--- config.mk ---
export PLATFORM = sky130hd
export DESIGN_NAME = pjm_jam_monitor
export DESIGN_NICKNAME = d
export VERILOG_FILES = /design/src/pjm_pkg.sv /design/src/pjm_edge_stage.sv /design/src/pjm_jam_monitor.sv
export VERILOG_INCLUDE_DIRS = /design/src /design/src/src
export SDC_FILE = /design/constraint.sdc
export NUM_CORES = 1
export LEC_CHECK = 0
export BUFFER_PORTS_ARGS = -buffer_cell sky130_fd_sc_hd__buf_2
export CORE_AREA = 2 2 243 245
export CTS_BUF_LIST = sky130_fd_sc_hd__clkbuf_8
export DETAILED_ROUTE_END_ITERATION = 6
export DIE_AREA = 0 0 245 247
export PLACE_DENSITY = 0.78
export SKIP_CTS_REPAIR_TIMING = 1
export SLEW_MARGIN = 25
export SYNTH_ARGS = -nofsm -noshare
export SYNTH_HDL_FRONTEND = slang
export SYNTH_SLANG_ARGS = --single-unit
--- constraint.sdc ---
create_clock -name clock -period 2.6 [get_ports clock]
set_input_delay 0.13 -clock clock [delete_from_list [all_inputs] [get_ports clock]]
set_output_delay 0.13 -clock clock [all_outputs]
set_load 0.005 [all_outputs]
--- src/pjm_regs.svh ---
// Constants for the paper path jam monitor
`ifndef PJM_REGS_SVH
`define PJM_REGS_SVH
`define PJM_WIN_W        16
`define PJM_WIN_DEFAULT  16'h0100
`define PJM_CODE_NONE    16'h0000
`define PJM_C_ENT_LATE   16'h1011
`define PJM_C_SIGA_LATE  16'h1012
`define PJM_C_SIGB_LATE  16'h1013
`define PJM_C_TIM_LATE   16'h1014
`define PJM_C_TRAY_LATE  16'h1015
`define PJM_C_SUBG_LATE  16'h1016
`define PJM_C_CPA_LATE   16'h1017
`define PJM_C_CPB_LATE   16'h1018
`define PJM_C_HEX_LATE   16'h1019
`define PJM_C_REG_LATE   16'h101A
`define PJM_C_REGSW_LATE 16'h101B
`define PJM_C_SMS_LATE   16'h101C
`define PJM_C_SML_LATE   16'h101D
`define PJM_C_INVA_LATE  16'h1068
`define PJM_C_INVB_LATE  16'h106A
`define PJM_C_ENT_LAG    16'h1121
`define PJM_C_SIGA_LAG   16'h1122
`define PJM_C_SIGB_LAG   16'h1123
`define PJM_C_TIM_LAG    16'h1124
`define PJM_C_TRAY_LAG   16'h1125
`define PJM_C_CPA_LAG    16'h1127
`define PJM_C_CPB_LAG    16'h1128
`define PJM_C_HEX_LAG    16'h1129
`define PJM_C_REG_LAG    16'h112A
`define PJM_C_REGSW_LAG  16'h112B
`define PJM_C_SMS_LAG    16'h112C
`define PJM_C_SML_LAG    16'h112D
`define PJM_C_INVA_LAG   16'h1169
`define PJM_C_INVB_LAG   16'h116B
`define PJM_C_DOUBLE     16'h1200
`define PJM_C_POWERON    16'h1300
`define PJM_C_DOOR       16'h1400
`define PJM_C_RESIDUE    16'h1700
`define PJM_C_OVERFLOW   16'h1FA0
`define PJM_C_TOO_FEW    16'h1FA1
`define PJM_C_TRIM_WIDE  16'h1FA2
`define PJM_C_BOOK_LONG  16'h1FA3
`define PJM_C_SIZE       16'h1FA5
`define PJM_SHEETS_MAX   8'd200
`define PJM_SHEETS_MIN   8'd9
`define PJM_TRIM_MAX_MM  8'd40
`define PJM_LEN_MAX_MM   9'd216
`define PJM_NUM_STAGE    17
`define PJM_NUM_PATH     9
`endif

--- src/pjm_pkg.sv ---
// Types for the paper path jam monitor
package pjm_pkg;
  typedef logic [15:0] pjm_code_t;
  typedef logic [15:0] pjm_win_t;
  typedef enum logic [3:0] {
    PJM_ST_POWERUP = 4'h1,
    PJM_ST_RUN     = 4'h2,
    PJM_ST_HALT    = 4'h4,
    PJM_ST_RECHECK = 4'h8
  } pjm_state_t;
endpackage

--- src/pjm_edge_stage.sv ---
// One monitored sensor stage: arrival and departure windows
`timescale 1ns/1ps
`include "pjm_regs.svh"
module pjm_edge_stage (
  input  wire logic             clock,
  input  wire logic             rst_n,
  input  wire logic             enable,
  input  wire logic             start,
  input  wire logic             sensor,
  input  wire pjm_pkg::pjm_win_t arrive_win,
  input  wire pjm_pkg::pjm_win_t leave_win,
  output logic                  late_jam,
  output logic                  lag_jam
);
  import pjm_pkg::*;

  logic     sensor_reg;
  logic     wait_le_reg;
  logic     wait_te_reg;
  pjm_win_t count_reg;
  logic     rise;
  logic     fall;

  assign rise = sensor & ~sensor_reg;
  assign fall = ~sensor & sensor_reg;

  always_ff @(posedge clock or negedge rst_n) begin
    if (!rst_n) begin
      sensor_reg <= 1'b0;
    end else begin
      sensor_reg <= sensor;
    end
  end

  always_ff @(posedge clock or negedge rst_n) begin
    if (!rst_n) begin
      wait_le_reg <= 1'b0;
      wait_te_reg <= 1'b0;
      count_reg   <= '0;
      late_jam    <= 1'b0;
      lag_jam     <= 1'b0;
    end else begin
      late_jam <= 1'b0;
      lag_jam  <= 1'b0;
      if (!enable) begin
        wait_le_reg <= 1'b0;
        wait_te_reg <= 1'b0;
      end else if (wait_te_reg) begin
        if (fall) begin
          wait_te_reg <= 1'b0;
        end else if (count_reg == '0) begin
          lag_jam     <= 1'b1;               // Sheet stopped
          wait_te_reg <= 1'b0;
        end else begin
          count_reg <= count_reg - 16'h0001;
        end
      end else if (wait_le_reg) begin
        if (rise) begin
          wait_le_reg <= 1'b0;
          wait_te_reg <= 1'b1;
          count_reg   <= leave_win;
        end else if (count_reg == '0) begin
          late_jam    <= 1'b1;               // Sheet never arrived
          wait_le_reg <= 1'b0;
        end else begin
          count_reg <= count_reg - 16'h0001;
        end
      end else if (start) begin
        wait_le_reg <= 1'b1;
        count_reg   <= arrive_win;
      end
    end
  end

  late_window_a: assert property (@(posedge clock) disable iff (!rst_n)
    late_jam |-> $past(enable)) else $error("late jam while disabled");
endmodule // pjm_edge_stage

--- src/pjm_jam_monitor.sv ---
// Paper path jam monitor top
`timescale 1ns/1ps
`include "pjm_regs.svh"
module pjm_jam_monitor (
  input  wire logic              clock,
  input  wire logic              rst_n,
  input  wire logic              sheet_exit,
  input  wire logic              entrance_edge_sensor,
  input  wire logic              signature_path_sensor_a,
  input  wire logic              signature_path_sensor_b,
  input  wire logic              timing_edge_sensor,
  input  wire logic              tray_empty_sensor,
  input  wire logic              sub_grip_transfer,
  input  wire logic              sub_grip_sheet_sensor,
  input  wire logic              cover_path_sensor_a,
  input  wire logic              cover_path_sensor_b,
  input  wire logic              horizontal_exit_sensor,
  input  wire logic              cover_registration_sensor,
  input  wire logic              switchback,
  input  wire logic              side_reg_small,
  input  wire logic              side_reg_large,
  input  wire logic              cover_side_sensor_small,
  input  wire logic              cover_side_sensor_large,
  input  wire logic              inserter_transport_sensor,
  input  wire logic              inserter_vertical_sensor_a,
  input  wire logic              inserter_vertical_sensor_b,
  input  wire logic              top_cover_open_sensor,
  input  wire logic              delivery_active,
  input  wire logic              left_door_interlock,
  input  wire logic              right_front_door_interlock,
  input  wire logic              stacking_active,
  input  wire logic              stacking_overflow_sensor,
  input  wire logic              job_load,
  input  wire logic [7:0]        job_sheets,
  input  wire logic [7:0]        job_trim_mm,
  input  wire logic [8:0]        job_length_mm,
  input  wire logic              size_mismatch,
  input  wire logic              jam_clear,
  input  wire pjm_pkg::pjm_win_t arrive_win [`PJM_NUM_STAGE],
  input  wire pjm_pkg::pjm_win_t leave_win [`PJM_NUM_STAGE],
  output pjm_pkg::pjm_code_t     jam_code,
  output logic                   jam_valid,
  output logic                   binder_halt,
  output logic                   sheet_fed
);
  import pjm_pkg::*;

  localparam int NS = `PJM_NUM_STAGE;

  pjm_state_t state_reg;
  logic [NS-1:0] sens;
  logic [NS-1:0] start;
  logic [NS-1:0] late;
  logic [NS-1:0] lag;
  logic [NS-1:0] sens_q;
  logic [NS-1:0] rise;
  logic [NS-1:0] fall;
  logic [`PJM_NUM_PATH-1:0] path_busy;
  logic running;
  logic door_open;
  logic ent_pending_reg;
  logic next_exit_reg;
  logic sheet_fed_miss;
  pjm_code_t code_next;
  logic fault;

  // Stage order: 0 ent, 1 siga, 2 sigb, 3 tim, 4 tray, 5 subgrip, 6 cpa, 7 cpb,
  // 8 hex, 9 reg, 10 reg after switchback, 11 small, 12 large, 13 inva, 14 invb,
  // 15 inserter transport (source only), 16 spare
  assign sens = {1'b0, inserter_transport_sensor, inserter_vertical_sensor_b,
                 inserter_vertical_sensor_a, cover_side_sensor_large,
                 cover_side_sensor_small, cover_registration_sensor,
                 cover_registration_sensor, horizontal_exit_sensor,
                 cover_path_sensor_b, cover_path_sensor_a, sub_grip_sheet_sensor,
                 tray_empty_sensor, timing_edge_sensor, signature_path_sensor_b,
                 signature_path_sensor_a, entrance_edge_sensor};
  assign path_busy = {cover_path_sensor_b, horizontal_exit_sensor,
                      cover_registration_sensor, cover_path_sensor_a,
                      signature_path_sensor_b, signature_path_sensor_a,
                      entrance_edge_sensor, tray_empty_sensor, timing_edge_sensor};
  assign rise = sens & ~sens_q;
  assign fall = ~sens & sens_q;
  assign running = (state_reg == PJM_ST_RUN);
  assign door_open = left_door_interlock | right_front_door_interlock;

  always_ff @(posedge clock or negedge rst_n) begin
    if (!rst_n) begin
      sens_q <= '0;
    end else begin
      sens_q <= sens;
    end
  end

  always_comb begin
    start     = '0;
    start[0]  = sheet_exit;
    start[1]  = rise[0];
    start[2]  = rise[1];
    start[3]  = rise[2];
    start[4]  = rise[3];
    start[5]  = sub_grip_transfer;
    start[6]  = rise[0];
    start[7]  = rise[6];
    start[8]  = rise[7];
    start[9]  = rise[0];
    start[10] = switchback;
    start[11] = side_reg_small;
    start[12] = side_reg_large;
    start[13] = rise[15];
    start[14] = rise[13];
  end

  for (genvar g = 0; g < NS; g++) begin : g_stage
    pjm_edge_stage u_stage (
      .clock      (clock),
      .rst_n      (rst_n),
      .enable     (running),
      .start      (start[g]),
      .sensor     (sens[g]),
      .arrive_win (arrive_win[g]),
      .leave_win  (leave_win[g]),
      .late_jam   (late[g]),
      .lag_jam    (lag[g])
    );
  end

  // Entrance must report a sheet fed at its trailing edge, before the next sheet exit
  always_ff @(posedge clock or negedge rst_n) begin
    if (!rst_n) begin
      ent_pending_reg <= 1'b0;
      sheet_fed       <= 1'b0;
    end else begin
      sheet_fed <= fall[0] & ent_pending_reg & running & ~next_exit_reg;
      if (rise[0]) begin
        ent_pending_reg <= 1'b1;
      end else if (fall[0]) begin
        ent_pending_reg <= 1'b0;
      end
    end
  end

  // Highest-priority cause picks the code
  always_comb begin
    code_next = `PJM_CODE_NONE;
    if (door_open || (top_cover_open_sensor && delivery_active)) begin
      code_next = `PJM_C_DOOR;
    end else if (job_load && job_sheets > `PJM_SHEETS_MAX) begin
      code_next = `PJM_C_OVERFLOW;
    end else if (job_load && job_sheets < `PJM_SHEETS_MIN) begin
      code_next = `PJM_C_TOO_FEW;
    end else if (job_load && job_trim_mm > `PJM_TRIM_MAX_MM) begin
      code_next = `PJM_C_TRIM_WIDE;
    end else if (job_load && job_length_mm > `PJM_LEN_MAX_MM) begin
      code_next = `PJM_C_BOOK_LONG;
    end else if (stacking_active && stacking_overflow_sensor) begin
      code_next = `PJM_C_OVERFLOW;
    end else if (size_mismatch) begin
      code_next = `PJM_C_SIZE;
    end else if (fall[0] && ent_pending_reg && sheet_fed_miss) begin
      code_next = `PJM_C_DOUBLE;
    end else if (late[0])  code_next = `PJM_C_ENT_LATE;
    else if (late[1])  code_next = `PJM_C_SIGA_LATE;
    else if (late[2])  code_next = `PJM_C_SIGB_LATE;
    else if (late[3])  code_next = `PJM_C_TIM_LATE;
    else if (late[4])  code_next = `PJM_C_TRAY_LATE;
    else if (late[5])  code_next = `PJM_C_SUBG_LATE;
    else if (late[6])  code_next = `PJM_C_CPA_LATE;
    else if (late[7])  code_next = `PJM_C_CPB_LATE;
    else if (late[8])  code_next = `PJM_C_HEX_LATE;
    else if (late[9])  code_next = `PJM_C_REG_LATE;
    else if (late[10]) code_next = `PJM_C_REGSW_LATE;
    else if (late[11]) code_next = `PJM_C_SMS_LATE;
    else if (late[12]) code_next = `PJM_C_SML_LATE;
    else if (late[13]) code_next = `PJM_C_INVA_LATE;
    else if (late[14]) code_next = `PJM_C_INVB_LATE;
    else if (lag[0])   code_next = `PJM_C_ENT_LAG;
    else if (lag[1])   code_next = `PJM_C_SIGA_LAG;
    else if (lag[2])   code_next = `PJM_C_SIGB_LAG;
    else if (lag[3])   code_next = `PJM_C_TIM_LAG;
    else if (lag[4] || lag[5]) code_next = `PJM_C_TRAY_LAG;
    else if (lag[6])   code_next = `PJM_C_CPA_LAG;
    else if (lag[7])   code_next = `PJM_C_CPB_LAG;
    else if (lag[8])   code_next = `PJM_C_HEX_LAG;
    else if (lag[9])   code_next = `PJM_C_REG_LAG;
    else if (lag[10])  code_next = `PJM_C_REGSW_LAG;
    else if (lag[11])  code_next = `PJM_C_SMS_LAG;
    else if (lag[12])  code_next = `PJM_C_SML_LAG;
    else if (lag[13])  code_next = `PJM_C_INVA_LAG;
    else if (lag[14])  code_next = `PJM_C_INVB_LAG;
  end

  // Next exit while entrance still covered: coming trailing edge is not ours
  always_ff @(posedge clock or negedge rst_n) begin
    if (!rst_n) begin
      next_exit_reg <= 1'b0;
    end else if (sheet_exit && ent_pending_reg && !fall[0]) begin
      next_exit_reg <= 1'b1;
    end else if (fall[0] || !running) begin
      next_exit_reg <= 1'b0;
    end
  end
  assign sheet_fed_miss = next_exit_reg;
  assign fault = (code_next != `PJM_CODE_NONE);

  always_ff @(posedge clock or negedge rst_n) begin
    if (!rst_n) begin
      state_reg   <= PJM_ST_POWERUP;
      jam_code    <= `PJM_CODE_NONE;
      jam_valid   <= 1'b0;
      binder_halt <= 1'b1;
    end else begin
      jam_valid <= 1'b0;
      case (state_reg)
        PJM_ST_POWERUP: begin
          if (|path_busy) begin
            jam_code  <= `PJM_C_POWERON;
            jam_valid <= 1'b1;
            state_reg <= PJM_ST_HALT;
          end else begin
            binder_halt <= 1'b0;
            state_reg   <= PJM_ST_RUN;
          end
        end
        PJM_ST_RUN: begin
          if (fault) begin
            jam_code    <= code_next;
            jam_valid   <= 1'b1;
            binder_halt <= 1'b1;
            state_reg   <= PJM_ST_HALT;
          end
        end
        PJM_ST_HALT: begin
          if (jam_clear && !door_open && !top_cover_open_sensor) begin
            state_reg <= PJM_ST_RECHECK;
          end
        end
        PJM_ST_RECHECK: begin
          if (|path_busy) begin
            jam_code  <= `PJM_C_RESIDUE;
            jam_valid <= 1'b1;
            state_reg <= PJM_ST_HALT;
          end else begin
            jam_code    <= `PJM_CODE_NONE;
            binder_halt <= 1'b0;
            state_reg   <= PJM_ST_RUN;
          end
        end
        default: begin
          state_reg   <= PJM_ST_HALT;
          binder_halt <= 1'b1;
        end
      endcase
    end
  end

  halt_on_jam_a: assert property (@(posedge clock) disable iff (!rst_n)
    (running && fault) |=> (binder_halt && jam_valid && jam_code == $past(code_next)))
    else $error("jam did not halt and report");
  door_code_a: assert property (@(posedge clock) disable iff (!rst_n)
    (running && door_open) |=> (jam_code == 16'h1400))
    else $error("door open not coded");
  few_sheets_a: assert property (@(posedge clock) disable iff (!rst_n)
    (running && !door_open && !(top_cover_open_sensor && delivery_active) && job_load
     && job_sheets < 8'd9) |=> (jam_code == 16'h1FA1))
    else $error("short job not rejected");
  power_on_a: assert property (@(posedge clock) disable iff (!rst_n)
    (state_reg == PJM_ST_POWERUP && |path_busy) |=> (jam_code == 16'h1300 && binder_halt))
    else $error("power-on residue missed");
  residue_a: assert property (@(posedge clock) disable iff (!rst_n)
    (state_reg == PJM_ST_RECHECK && |path_busy) |=> (jam_code == 16'h1700))
    else $error("residue after close missed");
  halt_hold_a: assert property (@(posedge clock) disable iff (!rst_n)
    (state_reg == PJM_ST_HALT) |-> binder_halt)
    else $error("halted state not halting");
  ent_late_a: assert property (@(posedge clock) disable iff (!rst_n)
    (running && late[0] && code_next == `PJM_C_ENT_LATE) |=> jam_code == 16'h1011)
    else $error("entrance late code wrong");
  size_stop_a: assert property (@(posedge clock) disable iff (!rst_n)
    (running && size_mismatch) |=> binder_halt)
    else $error("size mismatch not stopped");
endmodule // pjm_jam_monitor

After elaboration in Yosys (flattened, before gate mapping)
Cells that the tools add are included.
Storage, ports and cells
  logic and storage cells: 720
  register bits: 355
  memories: 0
  latch bits: 0
  memory bits (read-only): 0
  memory bits (writable): 0
  input bits: 600
Operators by class
  $add $sub $neg: 15
  reduce and logical (&&, ||, !) cells: 73
  $mul: 0
  equal/unequal tests: 38
  bitwise logic cells: 66
  divide/modulo/power cells: 0
  mux-type cells: 427
  shift-type cells: 0
  magnitude comparators: 4
Operators with widths (count)
  16-bit two-way mux: 92
  13-bit two-way mux: 38
  1-bit two-way mux: 290
  16-bit logical NOT: 15
  16-bit by 1-bit subtractor with 16-bit output, second input constant: 15
  2-bit != test, second input constant: 34
  3-bit AND reduction: 17
  16-bit one-hot mux with 3 select lines: 1
  3-bit nonzero test: 16
  1-bit AND: 32
  1-bit inverter: 31
  16-bit AND: 1
  16-bit inverter: 1
  16-bit nonzero test: 1
  1-bit logical AND: 12
  4-bit one-hot mux with 3 select lines: 1
  9-bit by 8-bit > comparator with 1-bit output, second input constant: 1
  9-bit OR reduction: 1
  8-bit by 6-bit > comparator with 1-bit output, second input constant: 1
  8-bit > comparator, second input constant: 1
  8-bit by 4-bit less-than comparator with 1-bit output, second input constant: 1
  4-bit two-way mux: 2
  4-bit by 1-bit == test with 1-bit output, second input constant: 1
  4-bit by 2-bit == test with 1-bit output, second input constant: 1
  other kinds (11): 17

Logic depth before layout (Yosys ltp)
Gate-level depths: netlist of the first run.
  word-level depth: 40
  depth in mapped cells: 11
  mapped depth without buffers: 8

Cells and area by module
Synthesis of the first run repeated with hierarchy kept, for this count alone.
Unflattened totals
  cell total of the unflattened synthesis: 2877
  area total of the unflattened synthesis: 24432.2 µm²
By module, submodules not included
  pjm_edge_stage (g_stage[0].u_stage ...): instances 7, seq. area each 525.5 µm², cells each 172, area an instance 1488.9 µm²
  pjm_edge_stage (g_stage[4].u_stage ...): instances 6, seq. area each 525.5 µm², cells each 175, area an instance 1498.9 µm²
  pjm_jam_monitor: instances 1, seq. area each 728.2 µm², cells each 225, area an instance 1879.3 µm²
  pjm_edge_stage (g_stage[3].u_stage): instances 1, seq. area each 525.5 µm², cells each 199, area an instance 1571.5 µm²
  pjm_edge_stage (g_stage[2].u_stage): instances 1, seq. area each 525.5 µm², cells each 199, area an instance 1565.3 µm²

Worst setup path after synthesis of the first run
OpenSTA, ideal clock, no wires.
  path type: register -> register
  start point: register g_stage[13].u_stage.count_reg[4]
  end point: register g_stage[13].u_stage.count_reg[2]
  required time: 2.479 ns
  path slack: 0.082 ns
  path buffers: 2
  stages on the path, launching flop included: 9
  arrival: 2.397 ns
  setup time: 0.121 ns
  clock period less this slack: 2.518 ns
  path through: dfrtp_1 -> or3_4 -> or4b_4 -> buf_6 -> or4_4 -> buf_6 -> nand2_2 -> o32ai_1 -> a22o_1
On the way
  cells in the longest elaborated chain, start to end: 5
RTL lines
  from (decl): line pjm_edge_stage.sv:20  | pjm_win_t count_reg;
  from (signal assigned): line pjm_edge_stage.sv:55  | count_reg <= count_reg - 16'h0001;
  from (signal assigned): line pjm_edge_stage.sv:61  | count_reg <= leave_win;
  from (signal assigned): line pjm_edge_stage.sv:66  | count_reg <= count_reg - 16'h0001;
  16-bit logical NOT *: line pjm_edge_stage.sv:51, pjm_edge_stage.sv:62
  16-bit two-way mux *
  16-bit two-way mux (2 in series)
  16-bit two-way mux *
Every way passes the cells marked *; elsewhere a longest branch is shown, timed or not. The select of a mux whose other input is x is not followed.
A chain may end at the register's enable or synchronous reset.

Worst setup path after layout of the first run
  start point: register g_stage[5].u_stage.wait_le_reg
  end point: register g_stage[5].u_stage.count_reg[8]
On the way
  cells in the longest elaborated chain, start to end: 2
RTL lines
  from (decl): line pjm_edge_stage.sv:18  | logic wait_le_reg;
  from (signal assigned): line pjm_edge_stage.sv:37  | wait_le_reg <= 1'b0;
  from (signal assigned): line pjm_edge_stage.sv:46  | wait_le_reg <= 1'b0;
  from (signal assigned): line pjm_edge_stage.sv:59  | wait_le_reg <= 1'b0;
  3-bit nonzero test (no line) / 16-bit two-way mux (equally long branches)
  3-bit AND reduction (no line) / 16-bit two-way mux (equally long branches)
  to (signal assigned): line pjm_edge_stage.sv:55
  to (signal assigned): line pjm_edge_stage.sv:61
  to (signal assigned): line pjm_edge_stage.sv:66
  to (decl): line pjm_edge_stage.sv:20
Parallel ways exist; a longest one is shown, timed or not.

==> results of run 1 <==
-- final timing paths --
path	start	end	slack (ns)	cells past startpoint
worst min-delay path	leave_win[139]	g_stage[8].u_stage.count_reg[11]	-0.05	5
min in group asynchronous	rst_n	g_stage[9].u_stage.count_reg[12]	0.10	2
max in group asynchronous	rst_n	g_stage[13].u_stage.lag_jam	1.64	3
worst min register to register	jam_code[6]	jam_code[6]	0.48	1
worst max-delay path	g_stage[5].u_stage.wait_le_reg	g_stage[5].u_stage.count_reg[8]	0.06	5
worst max register to register	g_stage[5].u_stage.wait_le_reg	g_stage[5].u_stage.count_reg[8]	0.06	5
-- synthesized netlist by cell type, types with 12 or more instances --
master     instances
o22ai_1           73
nand4_1           12
and3_1            16
buf_1             12
dfrtp_1          334
ha_1              32
o32a_1            16
a31oi_1          128
nor3b_1           13
inv_1            102
nand3b_1          19
nor2b_1          139
o211ai_1          13
o31ai_1           13
or4_1             30
mux2i_1           13
o21ai_0          308
nor2_1           279
a22o_1            69
or2_2             16
nor4b_1           14
nand3_1          103
a211o_1           12
a221oi_1          20
o32ai_1           18
a221o_1           12
nand2_1          199
nor3_1           144
a22oi_1           52
clkbuf_1         199
a21o_1            29
o311ai_0          19
a21oi_1          255
o2bb2ai_1         18
nor4_1            63
nand2b_1          84
or3_1             35
-- routing by layer --
metal / GRT usage [%] / vias to the layer above
li1: - / 13500
met1: 33.4 / 13400
met2: 40.5 / 1350
met3: 5.87 / 236
met4: 8.84 / 6
met5: 0 / -
-- final cells by class --
cell class	count	area (um^2)
Clock buffer	81	1110
Tap cell	773	967
Sequential cell	336	8410
Inverter	104	390
Antenna cell	5	12.5
Clock inverter	32	294
Timing Repair Buffer	994	6840
Multi-Input combinational cell	2457	14700
Fill cell	5098	25500
-- where the power goes --
| group | total (W) | internal (W) | leakage [nW] | switching (W) |
|---|---|---|---|---|
| clock | 0.00585 | 0.00340 | 0.797 | 0.00245 |
| sequential | 0.00544 | 0.00533 | 4.45 | 0.000111 |
| combinational | 0.00185 | 0.000980 | 9.63 | 0.000872 |
| total | 0.0131 | 0.00971 | 14.9 | 0.00343 |
-- metrics by stage --
stage / instance area [um^2] / std cells / hold WS [ns] / power, W
final: 32800 / 4782 / -0.0466 / 0.0131
after global routing: 32800 / 4780 / -0.0122 / 0.0137
after CTS: 30000 / 4508 / -0.523 / 0.0129
after detailed placement: 28600 / 4395 / 0.174 / 0.00702
after global placement: 28600 / 4395 / 0.162 / 0.00699
after floorplan: 24300 / 3116 / -0.166 / 0.00619
-- cell families (layout without fill, tap and decap cells) --
family	count (synthesis)	in the layout	synth area share, %
AOI/OAI and AO/OA	1187	1187	31.7
adders and majority gates	32	32	1.65
buffers and inverters	324	1211	5.14
DFF	336	336	34.6
muxes	18	18	0.767
other	1	9	0.0154
and+or+nand+nor	1215	1216	26.1
-- worst register-to-register path: stages, from the launching register on --
cell,delay (ns)
dfrtp_1,0.48
and3_1,0.40
a221oi_1,0.60
dlygate4sd3_1,0.67
nor3_1,0.05
a211o_1,0.22
==> results.cfg, run 1 <==
[clocking]
cts_buffer_depth = 3
cts_root_buffer = clkbuf_8
numCtsBuffers = 66
cts.sinks = 336
cts_tree = built
worstSkewPairLatency_ns = 0.64
cts.clk_slew.worst_paths_ns = 0.06
htree_levels = 3

[finish]
fin_nets = 4591
area_delta_synth_final_pct = 34.9
final_common_cell = buf_2
drive_gt1_share_pct = 22.2
final_util_pct = 56.3
largest_register_ffs = 240
final_cell_mix = 550 x buf_2, 334 x dfrtp_1, 305 x o21ai_0, 278 x nor2_1, 264 x dlygate4sd3_1

[floorplan]
start_util_pct = 41.7
die_y_um = 247
rows = 89
fp.dieArea_um2 = 60500
core_area_um2 = 58200
dieWidth_um = 245
ios = 619

[yosys]
synth_edf_count = 0
syn_avg_cell_area_um2 = 7.81
synthFlopType = dfrtp_1
seq_area_frac_synth_pct = 34.6
syn_inst = 3113
yosys_register_bits = 336
synth_warnings = 0
ys_types = 91
synth_top_cell_by_area = dfrtp_1
synth.top_cell.area_share_pct = 34.4
synth_area_um2 = 24300
synth_area_leaders = dfrtp_1 34%, o21ai_0 6.3%, a21oi_1 5.3%
async_flop_share_pct = 100

[power_and_ir_drop]
p_per_area_nw_per_um2 = 401
power.leakage_nw = 14.9
irDropWorstVdd_mv = 0.333

[placed_design]
place.gp.congestion = 0.939
place_ws_ns = 0.0839
io_buffer_count = 551
hpwl_mm = 60.3

[sta]
maxSlewHeadroom_pct = 44.2
final.min_clock_period_ns = 2.54
period_share_pct = 97.8
holdWs_ns = -0.0466
maxSlewViolCount = 0
tightestPinTransition_ns = 0.829
fin_ws_ns = 0.0568
hold_viol = 18
fmaxAchievable_mhz = 393
setup_violations = 0
rsz0062_at_grt = no
skew_ns = 0.0447
final.setup.tns_ns = 0

[routing]
drc = 8
vias_per_cell = 5.95
wl_met1_mm = 36.2
drt-wirelength-per-cell_um = 18.3
drt_first_pass_iters = 7
drtAntennaViolNets = 0
wl_met3_mm = 7.17
wl_met2_mm = 41.0
drt_iter0_drc = 2687
routed.top_layer = met5
wirelength_mm = 87.4
vias = 28400

[critical_path]
critPathMaxStageDelay_ns = 0.67
crit_family = compound AO/OA/AOI/OAI gates
crit_slowest_cell = dlygate4sd3_1
start_kind = flip-flop
cp.arrival_ns = 3.04
worstSetupPathType = flip-flop to flip-flop
crit_chain = and3_1 -> a221oi_1 -> dlygate4sd3_1 -> nor3_1 -> a211o_1
end_kind = flip-flop
critPathBufInv = 1
cp_max_fo = 17
crit_required_ns = 3.10

[global_routing]
grt_usage_pct = 25.3
overflow = 0
antenna_found_initial = 11
grt_pass1_vias = 24000
grt_pass1_wl_mm = 124
grt_max_degree = 75

[run_status]
status = complete, but fails checks
violations = DRC, hold timing

[job]
drv_cap = 0

[worst_hold_path]
hp-class = input port to flip-flop
(Power assumes the default switching activity.)
==> run 2: changes to the inputs <==
--- a/config.mk
+++ b/config.mk
@@ -8,7 +8,7 @@
 export LEC_CHECK = 0
 export BUFFER_PORTS_ARGS = -buffer_cell sky130_fd_sc_hd__buf_2
 export CORE_AREA = 2 2 243 245
-export CTS_BUF_LIST = sky130_fd_sc_hd__clkbuf_8
+export CTS_BUF_LIST = sky130_fd_sc_hd__clkbuf_2 sky130_fd_sc_hd__clkbuf_4 sky130_fd_sc_hd__clkbuf_8
 export DETAILED_ROUTE_END_ITERATION = 6
 export DIE_AREA = 0 0 245 247
 export PLACE_DENSITY = 0.78
==> results.cfg, run 2 (synthesis results as in run 1) <==
[run_status]
status = complete, but fails checks
violations = DRC, hold timing

[clocking]
cts_root_buffer = clkbuf_8
cts_tree = built
worstSkewPairLatency_ns = 0.63
cts_buffer_depth = 3
numCtsBuffers = 66
cts.clk_slew.worst_paths_ns = 0.06
cts.sinks = 336
htree_levels = 3

[job]
drv_cap = 0

[sta]
rsz0062_at_grt = no
period_share_pct = 97.1
tightestPinTransition_ns = 0.825
final.min_clock_period_ns = 2.52
maxSlewHeadroom_pct = 44.5
final.setup.tns_ns = 0
holdWs_ns = -0.0441
skew_ns = 0.0389
maxSlewViolCount = 0
setup_violations = 0
hold_viol = 10
fmaxAchievable_mhz = 396
fin_ws_ns = 0.0764

[routing]
wirelength_mm = 87.6
drtAntennaViolNets = 0
vias = 28500
drc = 2
drt_iter0_drc = 2672
drt_first_pass_iters = 7
vias_per_cell = 5.95
drt-wirelength-per-cell_um = 18.3

[placed_design]
hpwl_mm = 60.3
io_buffer_count = 551
place_ws_ns = 0.0839
place.gp.congestion = 0.939

[power_and_ir_drop]
power.leakage_nw = 14.9
p_per_area_nw_per_um2 = 408
power_frac_clock_pct = 45.5
power.switching_w = 0.00343
pwr-share-seq_pct = 40.6
swShare_pct = 25.6
internal-power_w = 0.00997
power_frac_comb_pct = 13.9
irDropWorstVdd_mv = 0.333

[floorplan]
fp.dieArea_um2 = 60500
dieWidth_um = 245
start_util_pct = 41.7
die_y_um = 247
ios = 619
rows = 89
core_area_um2 = 58200

[global_routing]
grt_pass1_vias = 24000
grt_max_degree = 75
grt_pass1_wl_mm = 124
overflow = 0
antenna_found_initial = 11
grt_usage_pct = 25.2

[critical_path]
cp.arrival_ns = 3.02
crit_chain = and3_1 -> a221oi_1 -> dlygate4sd3_1 -> nor3_1 -> a211o_1
worstSetupPathType = flip-flop to flip-flop
critPathMaxStageDelay_ns = 0.67
crit_required_ns = 3.09
start_kind = flip-flop
cp_max_fo = 17
end_kind = flip-flop
crit_slowest_cell = dlygate4sd3_1

[finish]
fin_nets = 4591
final_common_cell = buf_2
multi_input_area_um2 = 14700
largest_register_ffs = 240
seq_area_um2 = 8410
drive_gt1_share_pct = 22.7
final_util_pct = 56.4
fillers = 5101
final_cell_mix = 550 x buf_2, 334 x dfrtp_1, 305 x o21ai_0, 278 x nor2_1, 264 x dlygate4sd3_1
area_delta_synth_final_pct = 35.1

[worst_hold_path]
hp-class = input port to flip-flop
-- run 2: cell count changes in the layout (fill, tap and decap cells not counted), sizes merged --
cell,before,now
clkbuf,81,99
inv,121,103
diode,5,4
-- run 2: path summary, 6_finish.rpt --
check	from	endpoint	slack, ns	cells after the start
worst min register to register	jam_code[6]	jam_code[6]	0.48	1
worst max-delay path	g_stage[5].u_stage.wait_le_reg	g_stage[5].u_stage.count_reg[8]	0.08	5
max in group asynchronous	rst_n	sens_q[13]	1.64	3
min in group asynchronous	rst_n	g_stage[9].u_stage.count_reg[12]	0.10	2
worst min-delay path	leave_win[139]	g_stage[8].u_stage.count_reg[11]	-0.04	5
worst max register to register	g_stage[5].u_stage.wait_le_reg	g_stage[5].u_stage.count_reg[8]	0.08	5
-- run 2: per-stage QoR --
stage,power [W],hold WS [ns],instance area (um^2),std cells
after floorplan,0.00619,-0.166,24300,3116
after global placement,0.00699,0.162,28600,4395
after detailed placement,0.00702,0.174,28600,4395
after CTS,0.0132,-0.523,30100,4508
after global routing,0.0140,-0.0126,32800,4780
final,0.0134,-0.0441,32800,4781
-- run 2: layer usage --
metal,up-vias,wire length [um],track usage (%)
met4,8,3170,8.81
met2,1331,41000,40.5
met3,259,7220,5.71
met5,-,55,0
li1,13500,-,-
met1,13400,36200,33.4
-- run 2: power groups by stage --
stage | clock (W) | combinational (W) | sequential [W]
floorplan | 0 | 0.000698 | 0.00549
detailed placement | 0 | 0.00149 | 0.00553
global route | 0.00650 | 0.00202 | 0.00546
CTS | 0.00625 | 0.00150 | 0.00544
global placement | 0 | 0.00147 | 0.00552
finish | 0.00610 | 0.00186 | 0.00544
-- run 2: critical path: cells and delay by family (launching register included) --
| family | cells | cell delay (ns) |
|---|---|---|
| compound gates | 2 | 0.80 |
| buf+inv | 1 | 0.67 |
| flops | 1 | 0.48 |
| simple gates | 2 | 0.45 |
-- run 2: layout make-up --
type / count / share of cell area [%]
Clock inverter: 14 / 0.690
Timing Repair Buffer: 994 / 20.8
Clock buffer: 99 / 3.81
Sequential cell: 336 / 25.6
Multi-Input combinational cell: 2457 / 44.9
Antenna cell: 4 / 0.0305
Tap cell: 773 / 2.95
Inverter: 104 / 1.19
